`src/pkg/iocm_regs.vh`:
```
// Constants for the instruction-side block memory port
`ifndef IOCM_REGS_VH
`define IOCM_REGS_VH

// ***************************************
// Field positions, big-endian bit numbers
// ***************************************
`define IOCM_BASE_MSB      0
`define IOCM_BASE_LSB      7
`define IOCM_ADDR_MSB      8
`define IOCM_ADDR_LSB      28
`define IOCM_WORD_MSB      0
`define IOCM_WORD_LSB      31
`define IOCM_LINE_MSB      0
`define IOCM_LINE_LSB      63

// ***************************************
// Reset values
// ***************************************
`define IOCM_BASE_RESET    8'h00
`define IOCM_INIT_RESET    21'h00000
`define IOCM_FILL_RESET    32'h00000000

// ***************************************
// Variant codes
// ***************************************
`define IOCM_VARIANT_WRITE_ONLY 1'b0
`define IOCM_VARIANT_READ_WRITE 1'b1

`endif

```
`src/verilog/iocm_match.v`:
```
// Base-address window match for one fetch address
`timescale 1ns/1ps
`include "iocm_regs.vh"

module iocm_match (
	input  wire [`IOCM_BASE_MSB:`IOCM_BASE_LSB] base,
	input  wire [`IOCM_BASE_MSB:`IOCM_BASE_LSB] upper_bits,
	output wire                                 hit
);

	// Eight upper bits select one 16 MB window
	assign hit = (upper_bits == base); // RL3 RL16

endmodule

```
`src/verilog/iocm_port.v`:
```
// Instruction-side on-chip memory controller, block memory port
// What this block does
// [RL1] Read enable only on valid window fetches
// [RL2] Fetch address bits 8 to 28 driven
// [RL3] Upper eight bits matched against base
// [RL4] Write-only variant: address from initial register
// [RL5] Read-write variant: one address both ways
// [RL6] 32-bit write data shared by banks
// [RL7] Write data comes from fill register
// [RL8] Odd write enable only on odd writes
// [RL9] Write-only: odd enable feeds EN and WE
// [RL10] Read-write: access enable feeds EN input
// [RL11] Single port: odd enable may float
// [RL12] Memory EN tied high or read enable
// [RL13] Second port outputs used only dual-port
// [RL14] Controller and memory on memory clock
// [RL15] Memory returns 64-bit data per fetch
// [RL16] Base register places one 16 MB window
// [RL17] Read select high picks odd word
// [RL18] Second port values change only on load
`timescale 1ns/1ps
`include "iocm_regs.vh"

module iocm_port (
	input  wire                                 clk_sys,
	input  wire                                 rst,
	input  wire                                 read_write_variant,
	input  wire                                 fetch_valid,
	input  wire [0:31]                          fetch_address,
	input  wire [`IOCM_LINE_MSB:`IOCM_LINE_LSB] fetch_read_data,
	input  wire                                 base_load,
	input  wire [`IOCM_BASE_MSB:`IOCM_BASE_LSB] base_value,
	input  wire                                 init_load,
	input  wire [`IOCM_ADDR_MSB:`IOCM_ADDR_LSB] init_value,
	input  wire                                 fill_load,
	input  wire [`IOCM_WORD_MSB:`IOCM_WORD_LSB] fill_value,
	input  wire                                 bus_write_req,
	input  wire                                 bus_read_req,
	input  wire                                 bus_odd_word,
	output reg                                  fetch_mem_read_enable,
	output reg  [`IOCM_ADDR_MSB:`IOCM_ADDR_LSB] fetch_read_address,
	output reg                                  fetch_data_valid,
	output reg  [`IOCM_LINE_MSB:`IOCM_LINE_LSB] fetch_data,
	output reg  [`IOCM_BASE_MSB:`IOCM_BASE_LSB] instr_base_address_reg,
	output reg  [`IOCM_ADDR_MSB:`IOCM_ADDR_LSB] second_port_address,
	output reg  [`IOCM_WORD_MSB:`IOCM_WORD_LSB] second_port_write_data,
	output reg                                  odd_bank_write_enable,
	output reg                                  odd_bank_access_enable,
	output reg                                  even_odd_read_select
);

	// ***************************************
	// Fetch window match
	// ***************************************
	wire                                 fetch_hit;
	wire [`IOCM_BASE_MSB:`IOCM_BASE_LSB] fetch_upper;
	wire [`IOCM_ADDR_MSB:`IOCM_ADDR_LSB] fetch_line_addr;
	wire                                 variant_reads;

	assign fetch_upper     = fetch_address[`IOCM_BASE_MSB:`IOCM_BASE_LSB]; // RL3
	assign fetch_line_addr = fetch_address[`IOCM_ADDR_MSB:`IOCM_ADDR_LSB]; // RL2
	// Write-only variant never reads through the second port
	assign variant_reads   = (read_write_variant == `IOCM_VARIANT_READ_WRITE);

	iocm_match u_match (
		.base       (instr_base_address_reg),
		.upper_bits (fetch_upper),
		.hit        (fetch_hit)
	);

	// ***************************************
	// Fetch path next values
	// ***************************************
	reg                                 next_read_enable;
	reg [`IOCM_ADDR_MSB:`IOCM_ADDR_LSB] next_read_address;
	reg                                 next_data_valid;
	reg [`IOCM_LINE_MSB:`IOCM_LINE_LSB] next_fetch_data;
	reg [`IOCM_BASE_MSB:`IOCM_BASE_LSB] next_base;

	// Fetch with old base when load and fetch coincide
	always @* begin
		next_read_enable = 1'b0;
		if (fetch_valid && fetch_hit) begin
			next_read_enable = 1'b1; // RL1 RL3
		end
	end

	// Address holds between hits
	always @* begin
		next_read_address = fetch_read_address;
		if (fetch_valid && fetch_hit) begin
			next_read_address = fetch_line_addr; // RL2
		end
	end

	// Memory answers in the cycle of its enable; valid and data register one cycle later
	always @* begin
		next_data_valid = fetch_mem_read_enable; // RL15
	end

	always @* begin
		next_fetch_data = fetch_data;
		if (fetch_mem_read_enable) begin
			next_fetch_data = fetch_read_data; // RL15
		end
	end

	always @* begin
		next_base = instr_base_address_reg;
		if (base_load) begin
			next_base = base_value; // RL16
		end
	end

	// ***************************************
	// Fetch path registers
	// ***************************************
	always @(posedge clk_sys) begin // RL14
		if (rst) begin
			fetch_mem_read_enable <= 1'b0;
		end else begin
			fetch_mem_read_enable <= next_read_enable; // RL1 RL12
		end
	end

	always @(posedge clk_sys) begin // RL14
		if (rst) begin
			fetch_read_address <= `IOCM_INIT_RESET;
		end else begin
			fetch_read_address <= next_read_address; // RL2
		end
	end

	always @(posedge clk_sys) begin // RL14
		if (rst) begin
			fetch_data_valid <= 1'b0;
			fetch_data       <= 64'h0000000000000000;
		end else begin
			fetch_data_valid <= next_data_valid; // RL15
			fetch_data       <= next_fetch_data; // RL15
		end
	end

	always @(posedge clk_sys) begin // RL14
		if (rst) begin
			instr_base_address_reg <= `IOCM_BASE_RESET;
		end else begin
			instr_base_address_reg <= next_base; // RL16
		end
	end

	// ***************************************
	// Second port next values
	// ***************************************
	reg                                 next_odd_write;
	reg                                 next_odd_access;
	reg                                 next_read_select;
	reg [`IOCM_ADDR_MSB:`IOCM_ADDR_LSB] next_port_address;
	reg [`IOCM_WORD_MSB:`IOCM_WORD_LSB] next_port_data;

	always @* begin
		next_odd_write = 1'b0;
		if (bus_write_req && bus_odd_word) begin
			next_odd_write = 1'b1; // RL8 RL13
		end
	end

	always @* begin
		next_odd_access = 1'b0;
		if (bus_odd_word && (bus_write_req || (bus_read_req && variant_reads))) begin
			next_odd_access = 1'b1; // RL10
		end
	end

	// Select holds its last value between reads
	always @* begin
		next_read_select = even_odd_read_select;
		if (bus_read_req && variant_reads) begin
			next_read_select = bus_odd_word; // RL17
		end
	end

	// Same address serves writes in both variants, reads only in the read-write variant
	always @* begin
		next_port_address = second_port_address;
		if (init_load) begin
			next_port_address = init_value; // RL4 RL5 RL18
		end
	end

	always @* begin
		next_port_data = second_port_write_data;
		if (fill_load) begin
			next_port_data = fill_value; // RL6 RL7 RL18
		end
	end

	// ***************************************
	// Second port registers
	// ***************************************
	always @(posedge clk_sys) begin // RL14
		if (rst) begin
			second_port_address    <= `IOCM_INIT_RESET;
			second_port_write_data <= `IOCM_FILL_RESET;
		end else begin
			second_port_address    <= next_port_address; // RL4 RL5
			second_port_write_data <= next_port_data; // RL6 RL7
		end
	end

	always @(posedge clk_sys) begin // RL14
		if (rst) begin
			odd_bank_write_enable  <= 1'b0;
			odd_bank_access_enable <= 1'b0;
		end else begin
			odd_bank_write_enable  <= next_odd_write; // RL8
			odd_bank_access_enable <= next_odd_access; // RL10
		end
	end

	always @(posedge clk_sys) begin // RL14
		if (rst) begin
			even_odd_read_select <= 1'b0;
		end else begin
			even_odd_read_select <= next_read_select; // RL17
		end
	end

endmodule

```
`config.mk`:
```
export PLATFORM = sky130hd
export DESIGN_NAME = iocm_port
export DESIGN_NICKNAME = d
export VERILOG_FILES = /design/src/verilog/iocm_match.v /design/src/verilog/iocm_port.v
export VERILOG_INCLUDE_DIRS = /design/src /design/src/pkg
export SDC_FILE = /design/constraint.sdc
export NUM_CORES = 1
export LEC_CHECK = 0
export BUFFER_PORTS_ARGS = -buffer_cell sky130_fd_sc_hd__buf_2
export CAP_MARGIN = 25
export CORE_AREA = 2 2 125 127
export CTS_CLUSTER_DIAMETER = 50
export CTS_CLUSTER_SIZE = 28
export DETAILED_ROUTE_END_ITERATION = 12
export DIE_AREA = 0 0 127 129
export PLACE_DENSITY = 0.72
export SYNTH_ARGS = -nofsm -noshare
export SYNTH_HDL_FRONTEND = slang
export SYNTH_SLANG_ARGS = --single-unit
```
`constraint.sdc`:
```
create_clock -name clk_sys -period 1.3 [get_ports clk_sys]
set_clock_uncertainty 0.1 [all_clocks]
set_input_delay 0 -clock clk_sys [delete_from_list [all_inputs] [get_ports clk_sys]]
set_output_delay 0 -clock clk_sys [all_outputs]
set_load 0.02 [all_outputs]
```
=== Word-level counts from Yosys, hierarchy flattened ===
Cells that the tools add are included.

* Register bits: 151
* Input port bits: 167
* Output and inout bits: 151
* Word-level logic and storage cells: 19

* Equal/unequal tests: 1
* Muxes and demuxes: 3
* Reductions and logical operators: 5

{| class="wikitable"
|+ Operator list
! operator !! count
|-
| == test 8 bit || 1
|-
| logical AND 1 bit || 4
|-
| two-way mux 1 bit || 3
|-
| logical OR 1 bit || 1
|}

=== Longest topological paths before layout ===
Gate-level depths: netlist (run 1).

* Word-level depth: 4
* Depth in mapped cells: 5
* Depth with buffers taken out: 4

=== Hierarchy ===
A second synthesis (run 1) with hierarchy kept.

* Cells, all modules: 526
* Area, all modules: 5,651.7 sq um

{| class="wikitable"
|+ By module, submodules not included
! module !! instances !! cells an instance !! area each (sq um) !! seq. area each (sq um)
|-
| iocm_port || 1 || 515 || 5,565.3 || 3,022.9
|-
| iocm_match || 1 || 11 || 86.3 || 0.0
|}

=== Worst setup path after synthesis (run 1) ===
Ideal clock, no wire load.

* Path type: reg2reg
* Start point: register instr_base_address_reg[6] (netlist bit)
* End point: register fetch_read_address[10] (netlist bit)
* Library setup time: 0.072 ns
* Data arrival time: 1.346 ns
* Data required time: 1.128 ns
* Path slack: -0.217 ns
* Cell stages (with the launch flop): 6
* Buffers on the path: 1
* Period minus slack after synthesis: 1.517 ns
* Cells stage by stage: dfxtp_1 xnor2_1 nand3_2 nor3_4 buf_8 mux2i_1

* Cells in the longest elaborated chain, start to end: 2

{| class="wikitable"
|+ Ends and longest elaborated chain
! what !! line !! text
|-
| start: declaration || iocm_port.v:44 || <nowiki>output reg [`IOCM_BASE_MSB:`IOCM_BASE_LSB] instr_base_address_reg,</nowiki>
|-
| start signal: assignment || iocm_port.v:146 || <nowiki>instr_base_address_reg <= `IOCM_BASE_RESET;</nowiki>
|-
| start signal: assignment || iocm_port.v:148 || <nowiki>instr_base_address_reg <= next_base;</nowiki>
|-
| == test 8 bit || iocm_match.v:12 || <nowiki>assign hit = (upper_bits == base);</nowiki>
|-
| logical AND 1 bit || iocm_port.v:91 || <nowiki>if (fetch_valid && fetch_hit) begin</nowiki>
|-
| end signal: assignment || iocm_port.v:128 || <nowiki>fetch_read_address <= `IOCM_INIT_RESET;</nowiki>
|-
| end signal: assignment || iocm_port.v:130 || <nowiki>fetch_read_address <= next_read_address;</nowiki>
|-
| end: declaration || iocm_port.v:41 || <nowiki>output reg [`IOCM_ADDR_MSB:`IOCM_ADDR_LSB] fetch_read_address,</nowiki>
|}

Every way passes these cells.
A chain may end at the register's enable or synchronous reset.

=== Worst setup path in the final report (run 1) ===
* Start point: register instr_base_address_reg[5] (netlist bit)
* End point: register fetch_read_address[17] (netlist bit)

Same word-level chain as after synthesis.

==> metrics, run 1 <==
buffers plus inverters on the worst setup path 2; top-level I/O count 318; Post-Synthesis Net Count 688; top_reg_cell synth sky130_fd_sc_hd__dfxtp_1; average cell area after synthesis 10.7 sq um; critical hold path startpoint fetch_address[4]; stage delay of the slowest cell on the critical path 0.35 ns; Pins Over Slew Limit 0; startpoint type of the worst setup path flip-flop; routed len/inst ~17 microns; area post-placement 0.00748 sq mm; Detailed Route WL ~21 mm; final setup violating endpoints 22; leading area contributor after synthesis sky130_fd_sc_hd__dfxtp_1; class of the most critical hold timing path primary input to flip-flop; core box area 0.0150 sq mm; total gr overflow 0; antenna violations before repair 1; worst slew pin tran 0.487 ns; number of port buffers about 310; cell area after layout 0.0100 sq mm; count of placed standard cells in the final layout, fillers left out 1232; CTS tree done; starting utilization of the core area 0.371; root buffer cell sky130_fd_sc_hd__clkbuf_16; CP max stage cell sky130_fd_sc_hd__dfxtp_4; smallest hold slack -0.148 ns; number of antenna diodes 0; floorplan die height 129 microns; setup repair after global routing missed its margin true; Clock Path Buffers 2; global-route wire length before repair 31.1 mm; clock buffer count from CTS 17; Critical Path End Type flip-flop; post-synthesis sequential element count 151; shortest period the worst path allows approximately 1.5 ns; relative area change from synthesis to final layout 80.7%; power per cell area 1120 mW/mm^2; sequential cell area fraction in the yosys report 0.544; proportion of layout cells with a drive suffix above 1 0.402; Max Cap Viol 0; worst max-slew margin expressed relative to the limit 0.675; launching point of the worst reg2reg path instr_base_address_reg[5]; worst endpoint required time between 1.5 and 2 ns; dominant delay contributor by cell family on the critical path simple AND/OR/NAND/NOR gates; Crit Reg-Reg Endpoint fetch_read_address[17]; sum of negative setup slack -3.54 ns; setup slack of the most critical reg-to-reg path -0.23 ns; Inst Count DP just over 1000; number of enable flip-flop cells after synthesis 0; H-tree levels 4; Synthesis Warnings 0; Max Freq 0.656 GHz; vias 5797; detailed router's first-iteration violation count 216; Worst Hold Path Cells 4; worst-path fanout max 6; Arr. time, crit path 1.77 ns; final cycle utilization of the critical path 1.17; Layout Nets 1198; post-CTS clock slew at the launch and capture registers of the worst setup and hold paths 0.06 ns; area share of the largest cell type after synthesis 0.544; run status complete, but fails checks; multi-input combinational cell area 0.00244 sq mm; register with the highest flop count fetch_data; max reg flops 64; CTS sink cnt 151; fill cell count approximately 1100; Largest regs fetch_data (64), second_port_write_data (32); share of flip-flops with an asynchronous set or reset after synthesis 0; final worst-path setup slack -0.225 ns; leading cell types by total area after synthesis sky130_fd_sc_hd__dfxtp_1, sky130_fd_sc_hd__mux2i_1, sky130_fd_sc_hd__nor2_1; overall track demand over capacity in global routing 0.242; Routability Congestion around 0.75; violations in the final reports hold timing, setup timing; post-synthesis instance area approximately 0.0056 sq mm; pin count of the biggest net entering global routing 105; vias in the first global route 6332; clock latency reported for the late side of the worst-skew pair 0.42 ns; Mapped Cells 521; number of antenna-violating nets in the routed design 0; worst r2r path cells 6; detailed placer's ending HPWL roughly 11 mm; total leakage power 4.82 nW; number of placement rows 45; die width roughly 130 microns; count of different cell masters after synthesis 20; critical path type flip-flop to flip-flop; number of hold violations in the final report 5; critical path cell sequence xnor2_2 > nand4_1 > nor3_4 > buf_6 > buf_12 > mux2i_2; number of optimization iterations in the first detailed-route pass 4; via density per instance 4.71; Peak VDD IR 0.000879 V; total die area 0.0164 sq mm; Post-route DRC 0; combined flip-flop and latch cell area 0.00306 sq mm; worst min-delay path endpoint fetch_mem_read_enable
-- timing repair --
item	4_1_cts	5_1_grt
setup endpoints to repair	22	57
endpoints found under the hold margin	150	9
pin swaps	3	6
gates resized for setup	8	19
gates cloned	2	0
hold buffers	197	3
buffers inserted	6	14
-- cell type report --
cell class,instances,area share
clock inverter,13,0.0147
sequential,151,0.304
tap,188,0.0234
clock buffer,19,0.0441
multi-input combinational,334,0.242
timing repair buffer,527,0.371
-- tightest hold or removal path: stages --
cell,delay [ns]
sky130_fd_sc_hd__buf_2,0.10
sky130_fd_sc_hd__xnor2_2,0.06
sky130_fd_sc_hd__nand3_2,0.10
sky130_fd_sc_hd__nor4_1,0.06
-- synthesized netlist by cell type, drive strengths merged (2+ instances only) --
master	n
dfxtp	151
a21oi	2
nand2b	42
xnor2	8
mux2i	146
nor2	125
clkbuf	15
buf	21
nand3	2
nand2	3
-- stage by stage --
step,utilization,worst slack [ns],total power (W)
CTS,0.680,-0.217,0.0113
detailed placement,0.499,-0.250,0.00588
finish,0.671,-0.225,0.0112
global placement,0.499,-0.209,0.00587
floorplan,-,-0.157,0.00541
global route,0.671,-0.311,0.0116
-- kinds of logic (layout without fill, tap and decap cells) --
family          after synthesis  count (layout)  synth area share
simple gates                178             178             0.146
flops                       151             151             0.544
mux                         146             146             0.263
buf+inv                      36             559            0.0320
xor+xnor                      8               8            0.0140
compound gates                2               2           0.00180
-- power breakdown --
part | internal [W] | switching (W) | total (W)
clock network | 0.00290 | 0.00203 | 0.00493
registers | 0.00475 | 0.0000719 | 0.00482
logic | 0.000823 | 0.000652 | 0.00148
-- cells in the final DEF, fill, tap and decap left out, types with 3 or more instances in the layout --
master / n
sky130_fd_sc_hd__buf_12: 8
sky130_fd_sc_hd__buf_4: 33
sky130_fd_sc_hd__dfxtp_2: 14
sky130_fd_sc_hd__xnor2_2: 6
sky130_fd_sc_hd__nand2_1: 3
sky130_fd_sc_hd__buf_2: 312
sky130_fd_sc_hd__dfxtp_4: 4
sky130_fd_sc_hd__dfxtp_1: 133
sky130_fd_sc_hd__dlygate4sd3_1: 170
sky130_fd_sc_hd__nor2_1: 125
sky130_fd_sc_hd__nand2b_1: 42
sky130_fd_sc_hd__clkinv_4: 6
sky130_fd_sc_hd__mux2i_1: 140
sky130_fd_sc_hd__mux2i_2: 4
sky130_fd_sc_hd__clkbuf_16: 17
-- worst max path at each step --
stage | start | to | slack (ns) | cells after the start
after floorplan | instr_base_address_reg[3] | fetch_read_address[10] | -0.16 | 5
after global placement | instr_base_address_reg[3] | fetch_read_address[18] | -0.21 | 5
after detailed placement | instr_base_address_reg[3] | fetch_read_address[23] | -0.25 | 5
after CTS | instr_base_address_reg[5] | fetch_read_address[19] | -0.22 | 6
after global routing | instr_base_address_reg[3] | fetch_read_address[24] | -0.31 | 6
final | instr_base_address_reg[5] | fetch_read_address[17] | -0.23 | 6
-- per-layer routing --
| layer | global-route usage | up-vias | wire length [microns] |
|---|---|---|---|
| li1 | - | 2741 | - |
| met1 | 0.237 | 2701 | 7360 |
| met2 | 0.453 | 281 | 11000 |
| met3 | 0.0823 | 72 | 1570 |
| met4 | 0.123 | 2 | 758 |
| met5 | 0 | - | 17 |
(Power assumes the default switching activity.)
==> run 2: changes to the inputs <==
--- a/config.mk
+++ b/config.mk
@@ -8,12 +8,12 @@
 export LEC_CHECK = 0
 export BUFFER_PORTS_ARGS = -buffer_cell sky130_fd_sc_hd__buf_2
 export CAP_MARGIN = 25
-export CORE_AREA = 2 2 125 127
+export CORE_AREA = 2 2 123 125
 export CTS_CLUSTER_DIAMETER = 50
 export CTS_CLUSTER_SIZE = 28
 export DETAILED_ROUTE_END_ITERATION = 12
-export DIE_AREA = 0 0 127 129
-export PLACE_DENSITY = 0.72
+export DIE_AREA = 0 0 125 127
+export PLACE_DENSITY = 0.71
 export SYNTH_ARGS = -nofsm -noshare
 export SYNTH_HDL_FRONTEND = slang
 export SYNTH_SLANG_ARGS = --single-unit
==> constraint.sdc (replaced) <==
create_clock -name clk_sys -period 1.45 [get_ports clk_sys]
set_clock_uncertainty 0.1 [all_clocks]
set_input_delay 0.2175 -clock clk_sys [delete_from_list [all_inputs] [get_ports clk_sys]]
set_output_delay 0.2175 -clock clk_sys [all_outputs]
set_load 0.02 [all_outputs]
==> metrics, run 2 (synthesis gave the netlist of run 1 again) <==
die width 125 microns (-1.6%); antenna violations before repair 0 (-1); violations in the final reports setup timing; Clock Path Buffers 2 (unchanged); setup repair after global routing missed its margin true; Routability Congestion 0.818 (+8.6%); number of antenna-violating nets in the routed design 0 (unchanged); sum of negative setup slack -3.63 ns (-0.0868 ns); number of hold violations in the final report 0 (-5); Pins Over Slew Limit 0 (unchanged); post-CTS clock slew at the launch and capture registers of the worst setup and hold paths 0.06 ns (about the same); top-level I/O count 318 (unchanged); number of placement rows 44 (-2.2%); Inst Count DP 1001 (-0.79%); pre-CTS WS -0.184 ns (+0.0656 ns); root buffer cell sky130_fd_sc_hd__clkbuf_16; Max Freq 0.605 GHz (-7.7%); H-tree levels 4 (unchanged); Post-route DRC 0 (unchanged); Layout Nets 1161 (-3.1%); register with the highest flop count fetch_data; clock latency reported for the late side of the worst-skew pair 0.41 ns (about the same); proportion of layout cells with a drive suffix above 1 0.380 (-0.0220); relative area change from synthesis to final layout 74.1%; run status complete, but fails checks; total die area 0.0159 sq mm (-3.1%); vias 5480 (-5.5%); final cycle utilization of the critical path 1.14 (-0.0334); fill cell count 995 (-5.5%); detailed placer's ending HPWL 10.5 mm (-0.93%); global-route wire length before repair 29.1 mm (-6.5%); Max Cap Viol 0 (unchanged); worst max-slew margin expressed relative to the limit 0.795 (+0.120); critical path type flip-flop to flip-flop; number of port buffers 314 (unchanged); worst endpoint required time 1.69 ns (+0.15 ns); power per cell area 1040 mW/mm^2 (-6.7%); total leakage power 4.60 nW (-4.4%); floorplan die height 127 microns (-1.6%); Largest regs fetch_data (64), second_port_write_data (32); final worst-path setup slack -0.203 ns (+0.0224 ns); worst slew pin tran 0.308 ns (-0.180 ns); total gr overflow 0 (unchanged); via density per instance 4.60 (-2.3%); CTS sink cnt 151 (unchanged); smallest hold slack 0.0737 ns (+0.222 ns); core box area 0.0144 sq mm (-3.7%); shortest period the worst path allows 1.65 ns (+0.128 ns); critical hold path startpoint fetch_address[4]; Critical Path End Type flip-flop; starting utilization of the core area 0.385 (+0.0142); pin count of the biggest net entering global routing 62 (-41%); Arr. time, crit path 1.89 ns (+0.12 ns); final setup violating endpoints 21 (-4.5%); overall track demand over capacity in global routing 0.228 (-0.0136); vias in the first global route 5824 (-8.0%); number of optimization iterations in the first detailed-route pass 4 (unchanged); Peak VDD IR 0.000761 V (-13%); Critical path origin instr_base_address_reg[5]; most common cell after layout, fill and taps aside sky130_fd_sc_hd__buf_2; CTS tree done; count of placed standard cells in the final layout, fillers left out 1192 (-3.2%); class of the most critical hold timing path primary input to flip-flop; Detailed Route WL 18.4 mm (-11%); clock buffer count from CTS 17 (unchanged); highest-count cells in the layout ignoring fill and taps sky130_fd_sc_hd__buf_2, sky130_fd_sc_hd__dlygate4sd3_1, sky130_fd_sc_hd__mux2i_1, sky130_fd_sc_hd__dfxtp_1, sky130_fd_sc_hd__nor2_1; startpoint type of the worst setup path flip-flop; worst-path fanout max 6 (unchanged); routed len/inst 15.4 microns (-8.3%); max reg flops 64 (unchanged); launching point of the worst reg2reg path instr_base_address_reg[5]; detailed router's first-iteration violation count 148 (-31%)
run 2: changes by cell type in the layout (fill, tap and decap cells not counted), moves of 3 or more:
cell,before,now
sky130_fd_sc_hd__dfxtp_1,133,142
sky130_fd_sc_hd__dlygate4sd3_1,170,152
sky130_fd_sc_hd__clkinv_4,6,3
sky130_fd_sc_hd__clkinvlp_4,1,5
sky130_fd_sc_hd__xnor2_1,2,6
sky130_fd_sc_hd__buf_4,33,14
sky130_fd_sc_hd__mux2i_2,4,0
sky130_fd_sc_hd__dfxtp_2,14,5
sky130_fd_sc_hd__mux2i_1,140,146
sky130_fd_sc_hd__xnor2_2,6,2
run 2: area by class of cell:
cell class | instances | area (sq um) | area share
Clock inverter | 13 | 171 | 0.0177
Sequential cell | 151 | 3040 | 0.315
Multi-Input combinational cell | 334 | 2370 | 0.245
Tap cell | 184 | 230 | 0.0238
Antenna cell | 1 | 2.50 | 0.000259
Clock buffer | 19 | 443 | 0.0458
Timing Repair Buffer | 490 | 3420 | 0.353
run 2: critical path, stage by stage (launching register included):
cell and delay [ns]:
sky130_fd_sc_hd__dfxtp_4 0.35, sky130_fd_sc_hd__xnor2_2 0.14, sky130_fd_sc_hd__nand4_1 0.17, sky130_fd_sc_hd__buf_4 0.18, sky130_fd_sc_hd__nor3_4 0.15, sky130_fd_sc_hd__buf_6 0.16, sky130_fd_sc_hd__buf_12 0.13, sky130_fd_sc_hd__mux2i_1 0.20
run 2: per-stage QoR:
step           total power, W   util  instance area [sq um]
3_3_place_gp          0.00525  0.514                   7420
5_1_grt                0.0105  0.671                   9680
4_1_cts                0.0101  0.671                   9680
2_1_floorplan         0.00485      -                   5580
3_5_place_dp          0.00526  0.514                   7420
6_report               0.0101  0.671                   9680
run 2: what timing repair did:
action	in CTS	in global routing
setup buffers	3	0
pin swaps	3	1
hold buffers	153	0
setup endpoints to repair	22	22
gates cloned	3	0
resized for setup	6	1
hold endpoints to repair	150	0
run 2: path summary, 6_finish.rpt:
path                                                to  slack (ns)  cells after the start
worst min register to register  fetch_read_address[25]        0.37                      2
worst min-delay path             fetch_mem_read_enable        0.07                      4
worst max register to register  fetch_read_address[12]       -0.20                      7
worst max-delay path            fetch_read_address[12]       -0.20                      7
run 2: routing by layer:
layer | global-route usage | wire, microns | vias up
met5 | 0 | 0 | -
met4 | 0.107 | 639 | 0
met3 | 0.0750 | 1320 | 53
met2 | 0.413 | 9560 | 224
met1 | 0.241 | 6860 | 2532
li1 | - | - | 2671
run 2: where the power goes:
| part | internal (W) | leakage (nW) | switching (W) | total [W] |
|---|---|---|---|---|
| clock | 0.00277 | 0.282 | 0.00178 | 0.00456 |
| combinational | 0.000684 | 3.09 | 0.000545 | 0.00123 |
| sequential | 0.00425 | 1.23 | 0.0000551 | 0.00431 |
==> run 3: changes to the inputs <==
--- a/config.mk
+++ b/config.mk
@@ -6,14 +6,15 @@
 export SDC_FILE = /design/constraint.sdc
 export NUM_CORES = 1
 export LEC_CHECK = 0
+export ABC_AREA = 1
 export BUFFER_PORTS_ARGS = -buffer_cell sky130_fd_sc_hd__buf_2
 export CAP_MARGIN = 25
-export CORE_AREA = 2 2 123 125
+export CORE_AREA = 2 2 122 124
 export CTS_CLUSTER_DIAMETER = 50
 export CTS_CLUSTER_SIZE = 28
 export DETAILED_ROUTE_END_ITERATION = 12
-export DIE_AREA = 0 0 125 127
-export PLACE_DENSITY = 0.71
+export DIE_AREA = 0 0 124 126
+export PLACE_DENSITY = 0.72
 export SYNTH_ARGS = -nofsm -noshare
 export SYNTH_HDL_FRONTEND = slang
 export SYNTH_SLANG_ARGS = --single-unit
==> metrics, run 3 <==
run status complete, but fails checks; violations in the final reports setup timing; H-tree levels 4 (unchanged); register with the highest flop count fetch_data; power per cell area 1070 mW/mm^2 (+2.8%); die width 124 microns (-0.80%); library cell with the highest instance count after synthesis sky130_fd_sc_hd__nor2_1; CP max stage cell sky130_fd_sc_hd__dfxtp_2; overall track demand over capacity in global routing 0.252 (+0.0234); smallest hold slack 0.0204 ns (-0.0532 ns); starting utilization of the core area 0.387 (+0.00130); Arr. time, crit path 1.67 ns (-0.22 ns); floorplan die height 126 microns (-0.79%); Crit Reg-Reg Endpoint fetch_read_address[27]; relative area change from synthesis to final layout 72.2%; number of port buffers 314 (unchanged); Comb power frac 0.128 (+0.006); fill cell count 1103 (+11%); pin count of the biggest net entering global routing 60 (-3.2%); CTS sink cnt 151 (unchanged); most common cell after layout, fill and taps aside sky130_fd_sc_hd__buf_2; number of antenna-violating nets in the routed design 0 (unchanged); worst endpoint required time 1.65 ns (-0.04 ns); Post-Synthesis Net Count 911 (+32%); Worst Hold Path Cells 5 (+1); detailed placer's ending HPWL 11.4 mm (+8.7%); Most Crowded Layer GR met2; count of different cell masters after synthesis 21 (+5.0%); Largest regs fetch_data (64), second_port_write_data (32); Max Cap Viol 0 (unchanged); antenna violations before repair 0 (unchanged); number of optimization iterations in the first detailed-route pass 5 (+1); top-level I/O count 318 (unchanged); number of placement rows 44 (unchanged); share of flip-flops with an asynchronous set or reset after synthesis 0 (unchanged); number of antenna diodes 0 (-1); leading cell types by total area after synthesis sky130_fd_sc_hd__dfxtp_1, sky130_fd_sc_hd__nor2_1, sky130_fd_sc_hd__o21ai_0; total leakage power 4.95 nW (+7.7%); top_reg_cell synth sky130_fd_sc_hd__dfxtp_1; met3 global-route usage 0.0784 (+0.00339); root buffer cell sky130_fd_sc_hd__clkbuf_16; clock buffer count from CTS 17 (unchanged); worst min-delay path endpoint fetch_read_address[22]; startpoint type of the worst setup path flip-flop; post-synthesis sequential element count 151 (unchanged); clock latency reported for the late side of the worst-skew pair 0.41 ns (about the same); launching point of the worst reg2reg path instr_base_address_reg[0]; Inst Count DP 1214 (+21%); number of enable flip-flop cells after synthesis 0 (unchanged); total gr overflow 0 (unchanged); top cells by instance count after synthesis sky130_fd_sc_hd__nor2_1, sky130_fd_sc_hd__dfxtp_1, sky130_fd_sc_hd__o21ai_0; met1 usage in global routing 0.265 (+0.0243); Clock Path Buffers 2 (unchanged); met2 routing resource usage after global routing 0.436 (+0.0223); critical hold path startpoint fetch_address[22]; worst max-slew margin expressed relative to the limit 0.716 (-0.0786); stage delay of the slowest cell on the critical path 0.33 ns (-0.02 ns); number of hold violations in the final report 0 (unchanged); worst-path fanout max 10 (+4); worst slew pin tran 0.425 ns (+0.117 ns); Critical Path End Type flip-flop; sequential cell area fraction in the yosys report 0.546 (+0.00234); class of the most critical hold timing path primary input to flip-flop; detailed router's first-iteration violation count 413 (+180%); via density per instance 4.81 (+4.6%); leading area contributor after synthesis sky130_fd_sc_hd__dfxtp_1; total die area 0.0156 sq mm (-1.6%); count of placed standard cells in the final layout, fillers left out 1385 (+16%); fraction of the core area covered by cells at the end of the flow 0.666 (-0.00498); setup repair after global routing missed its margin true; vias in the first global route 6625 (+14%); final setup violating endpoints 8 (-62%); Max Freq 0.680 GHz (+12%); Detailed Route WL 20.6 mm (+12%); vias 6657 (+21%); setup slack of the most critical reg-to-reg path -0.02 ns (+0.18 ns); critical path cell sequence a21oi_1 > nand3_2 > nor2_4 > clkbuf_16 > nand3_1 > nand2_1 > nor2_1; proportion of layout cells with a drive suffix above 1 0.351 (-0.0298); worst r2r path cells 7 (unchanged); critical path type flip-flop to flip-flop; shortest period the worst path allows 1.47 ns (-0.181 ns); global-route wire length before repair 31.1 mm (+7.1%); Synthesis Warnings 0 (unchanged); Pins Over Slew Limit 0 (unchanged); Post-route DRC 0 (unchanged); Routability Congestion 0.820 (+0.29%); switching share of power 0.247 (+0.0104); Peak VDD IR 0.000820 V (+7.6%); max reg flops 64 (unchanged); post-synthesis instance area 0.00554 sq mm (-0.43%); Switch Pwr 0.00252 W (+5.8%); final worst-path setup slack -0.0212 ns (+0.181 ns); area share of the largest cell type after synthesis 0.546 (+0.00234); sequential group share of total power 0.426 (about the same); post-CTS clock slew at the launch and capture registers of the worst setup and hold paths 0.06 ns (about the same); Layout Nets 1355 (+17%); highest-count cells in the layout ignoring fill and taps sky130_fd_sc_hd__buf_2, sky130_fd_sc_hd__nor2_1, sky130_fd_sc_hd__dfxtp_1, sky130_fd_sc_hd__dlygate4sd3_1, sky130_fd_sc_hd__o21ai_0; final cycle utilization of the critical path 1.01 (-0.125); sum of negative setup slack -0.0948 ns (+3.53 ns); Mapped Cells 744 (+43%); average cell area after synthesis 7.44 sq um (-30%); core box area 0.0143 sq mm (-0.76%); internal power of the cells 0.00770 W (about the same); CTS tree done; routed len/inst 14.9 microns (-3.5%); clock group share of total power 0.446 (-0.005)
==> run 3: through the flow <==
stage / power, W / worst slack (ns) / cell area, sq um
detailed placement: 0.00537 / 0.0715 / 7330
finish: 0.0102 / -0.0212 / 9530
global placement: 0.00536 / 0.112 / 7330
global route: 0.0107 / -0.107 / 9530
floorplan: 0.00492 / 0.0458 / 5540
CTS: 0.0102 / 0.0123 / 9280
==> run 3: worst max path at each step <==
stage,start,end,depth (start not counted)
2_1_floorplan,instr_base_address_reg[6],fetch_read_address[10],10
3_3_place_gp,instr_base_address_reg[5],fetch_read_address[28],9
3_5_place_dp,instr_base_address_reg[5],fetch_read_address[11],9
4_1_cts,fetch_mem_read_enable,fetch_mem_read_enable,2
5_1_grt,instr_base_address_reg[1],fetch_read_address[25],9
6_report,instr_base_address_reg[0],fetch_read_address[27],7
==> run 3: kinds of logic after synthesis <==
| family | Yosys count | share of synthesized area |
|---|---|---|
| flops | 151 | 0.546 |
| compound gates | 136 | 0.123 |
| buf+inv | 94 | 0.0726 |
| simple gates | 363 | 0.258 |
==> run 3: critical path, delay by kind of cell (launching register included) <==
family | cells | cell delay, ns
AND/OR/NAND/NOR | 5 | 0.53
AO/OA/AOI/OAI | 1 | 0.21
buffers and inverters | 1 | 0.19
flip-flops | 1 | 0.33
==> run 3: power groups by stage <==
stage,combinational [W],clock [W],sequential (W)
after floorplan,0.000326,0,0.00460
after global placement,0.000936,0,0.00443
after detailed placement,0.000942,0,0.00443
after CTS,0.00122,0.00462,0.00434
after global routing,0.00143,0.00486,0.00436
final,0.00131,0.00456,0.00435
==> run 3: timing repair <==
action                                 in CTS  in global routing
endpoints found under the hold margin     130                  0
resized for setup                           2                 45
gates cloned                                1                  6
pin swaps                                   0                  3
setup endpoints to repair                   1                 32
hold buffers                              130                  0
setup buffers                               0                  3
==> run 3: layout make-up <==
class | instances | area, sq um | share of cell area
repair buffers | 472 | 3280 | 0.344
flip-flops and latches | 151 | 3040 | 0.318
multi-input cells | 499 | 2200 | 0.231
clock buffers | 19 | 443 | 0.0465
well taps | 184 | 230 | 0.0241
inverters | 47 | 179 | 0.0188
clock inverters | 13 | 170 | 0.0178
==> run 3: layer usage <==
layer / vias to the layer above / wire (microns)
li1: 3226 / -
met1: 3037 / 7660
met5: - / 0
met3: 75 / 1640
met4: 0 / 871
met2: 319 / 10400
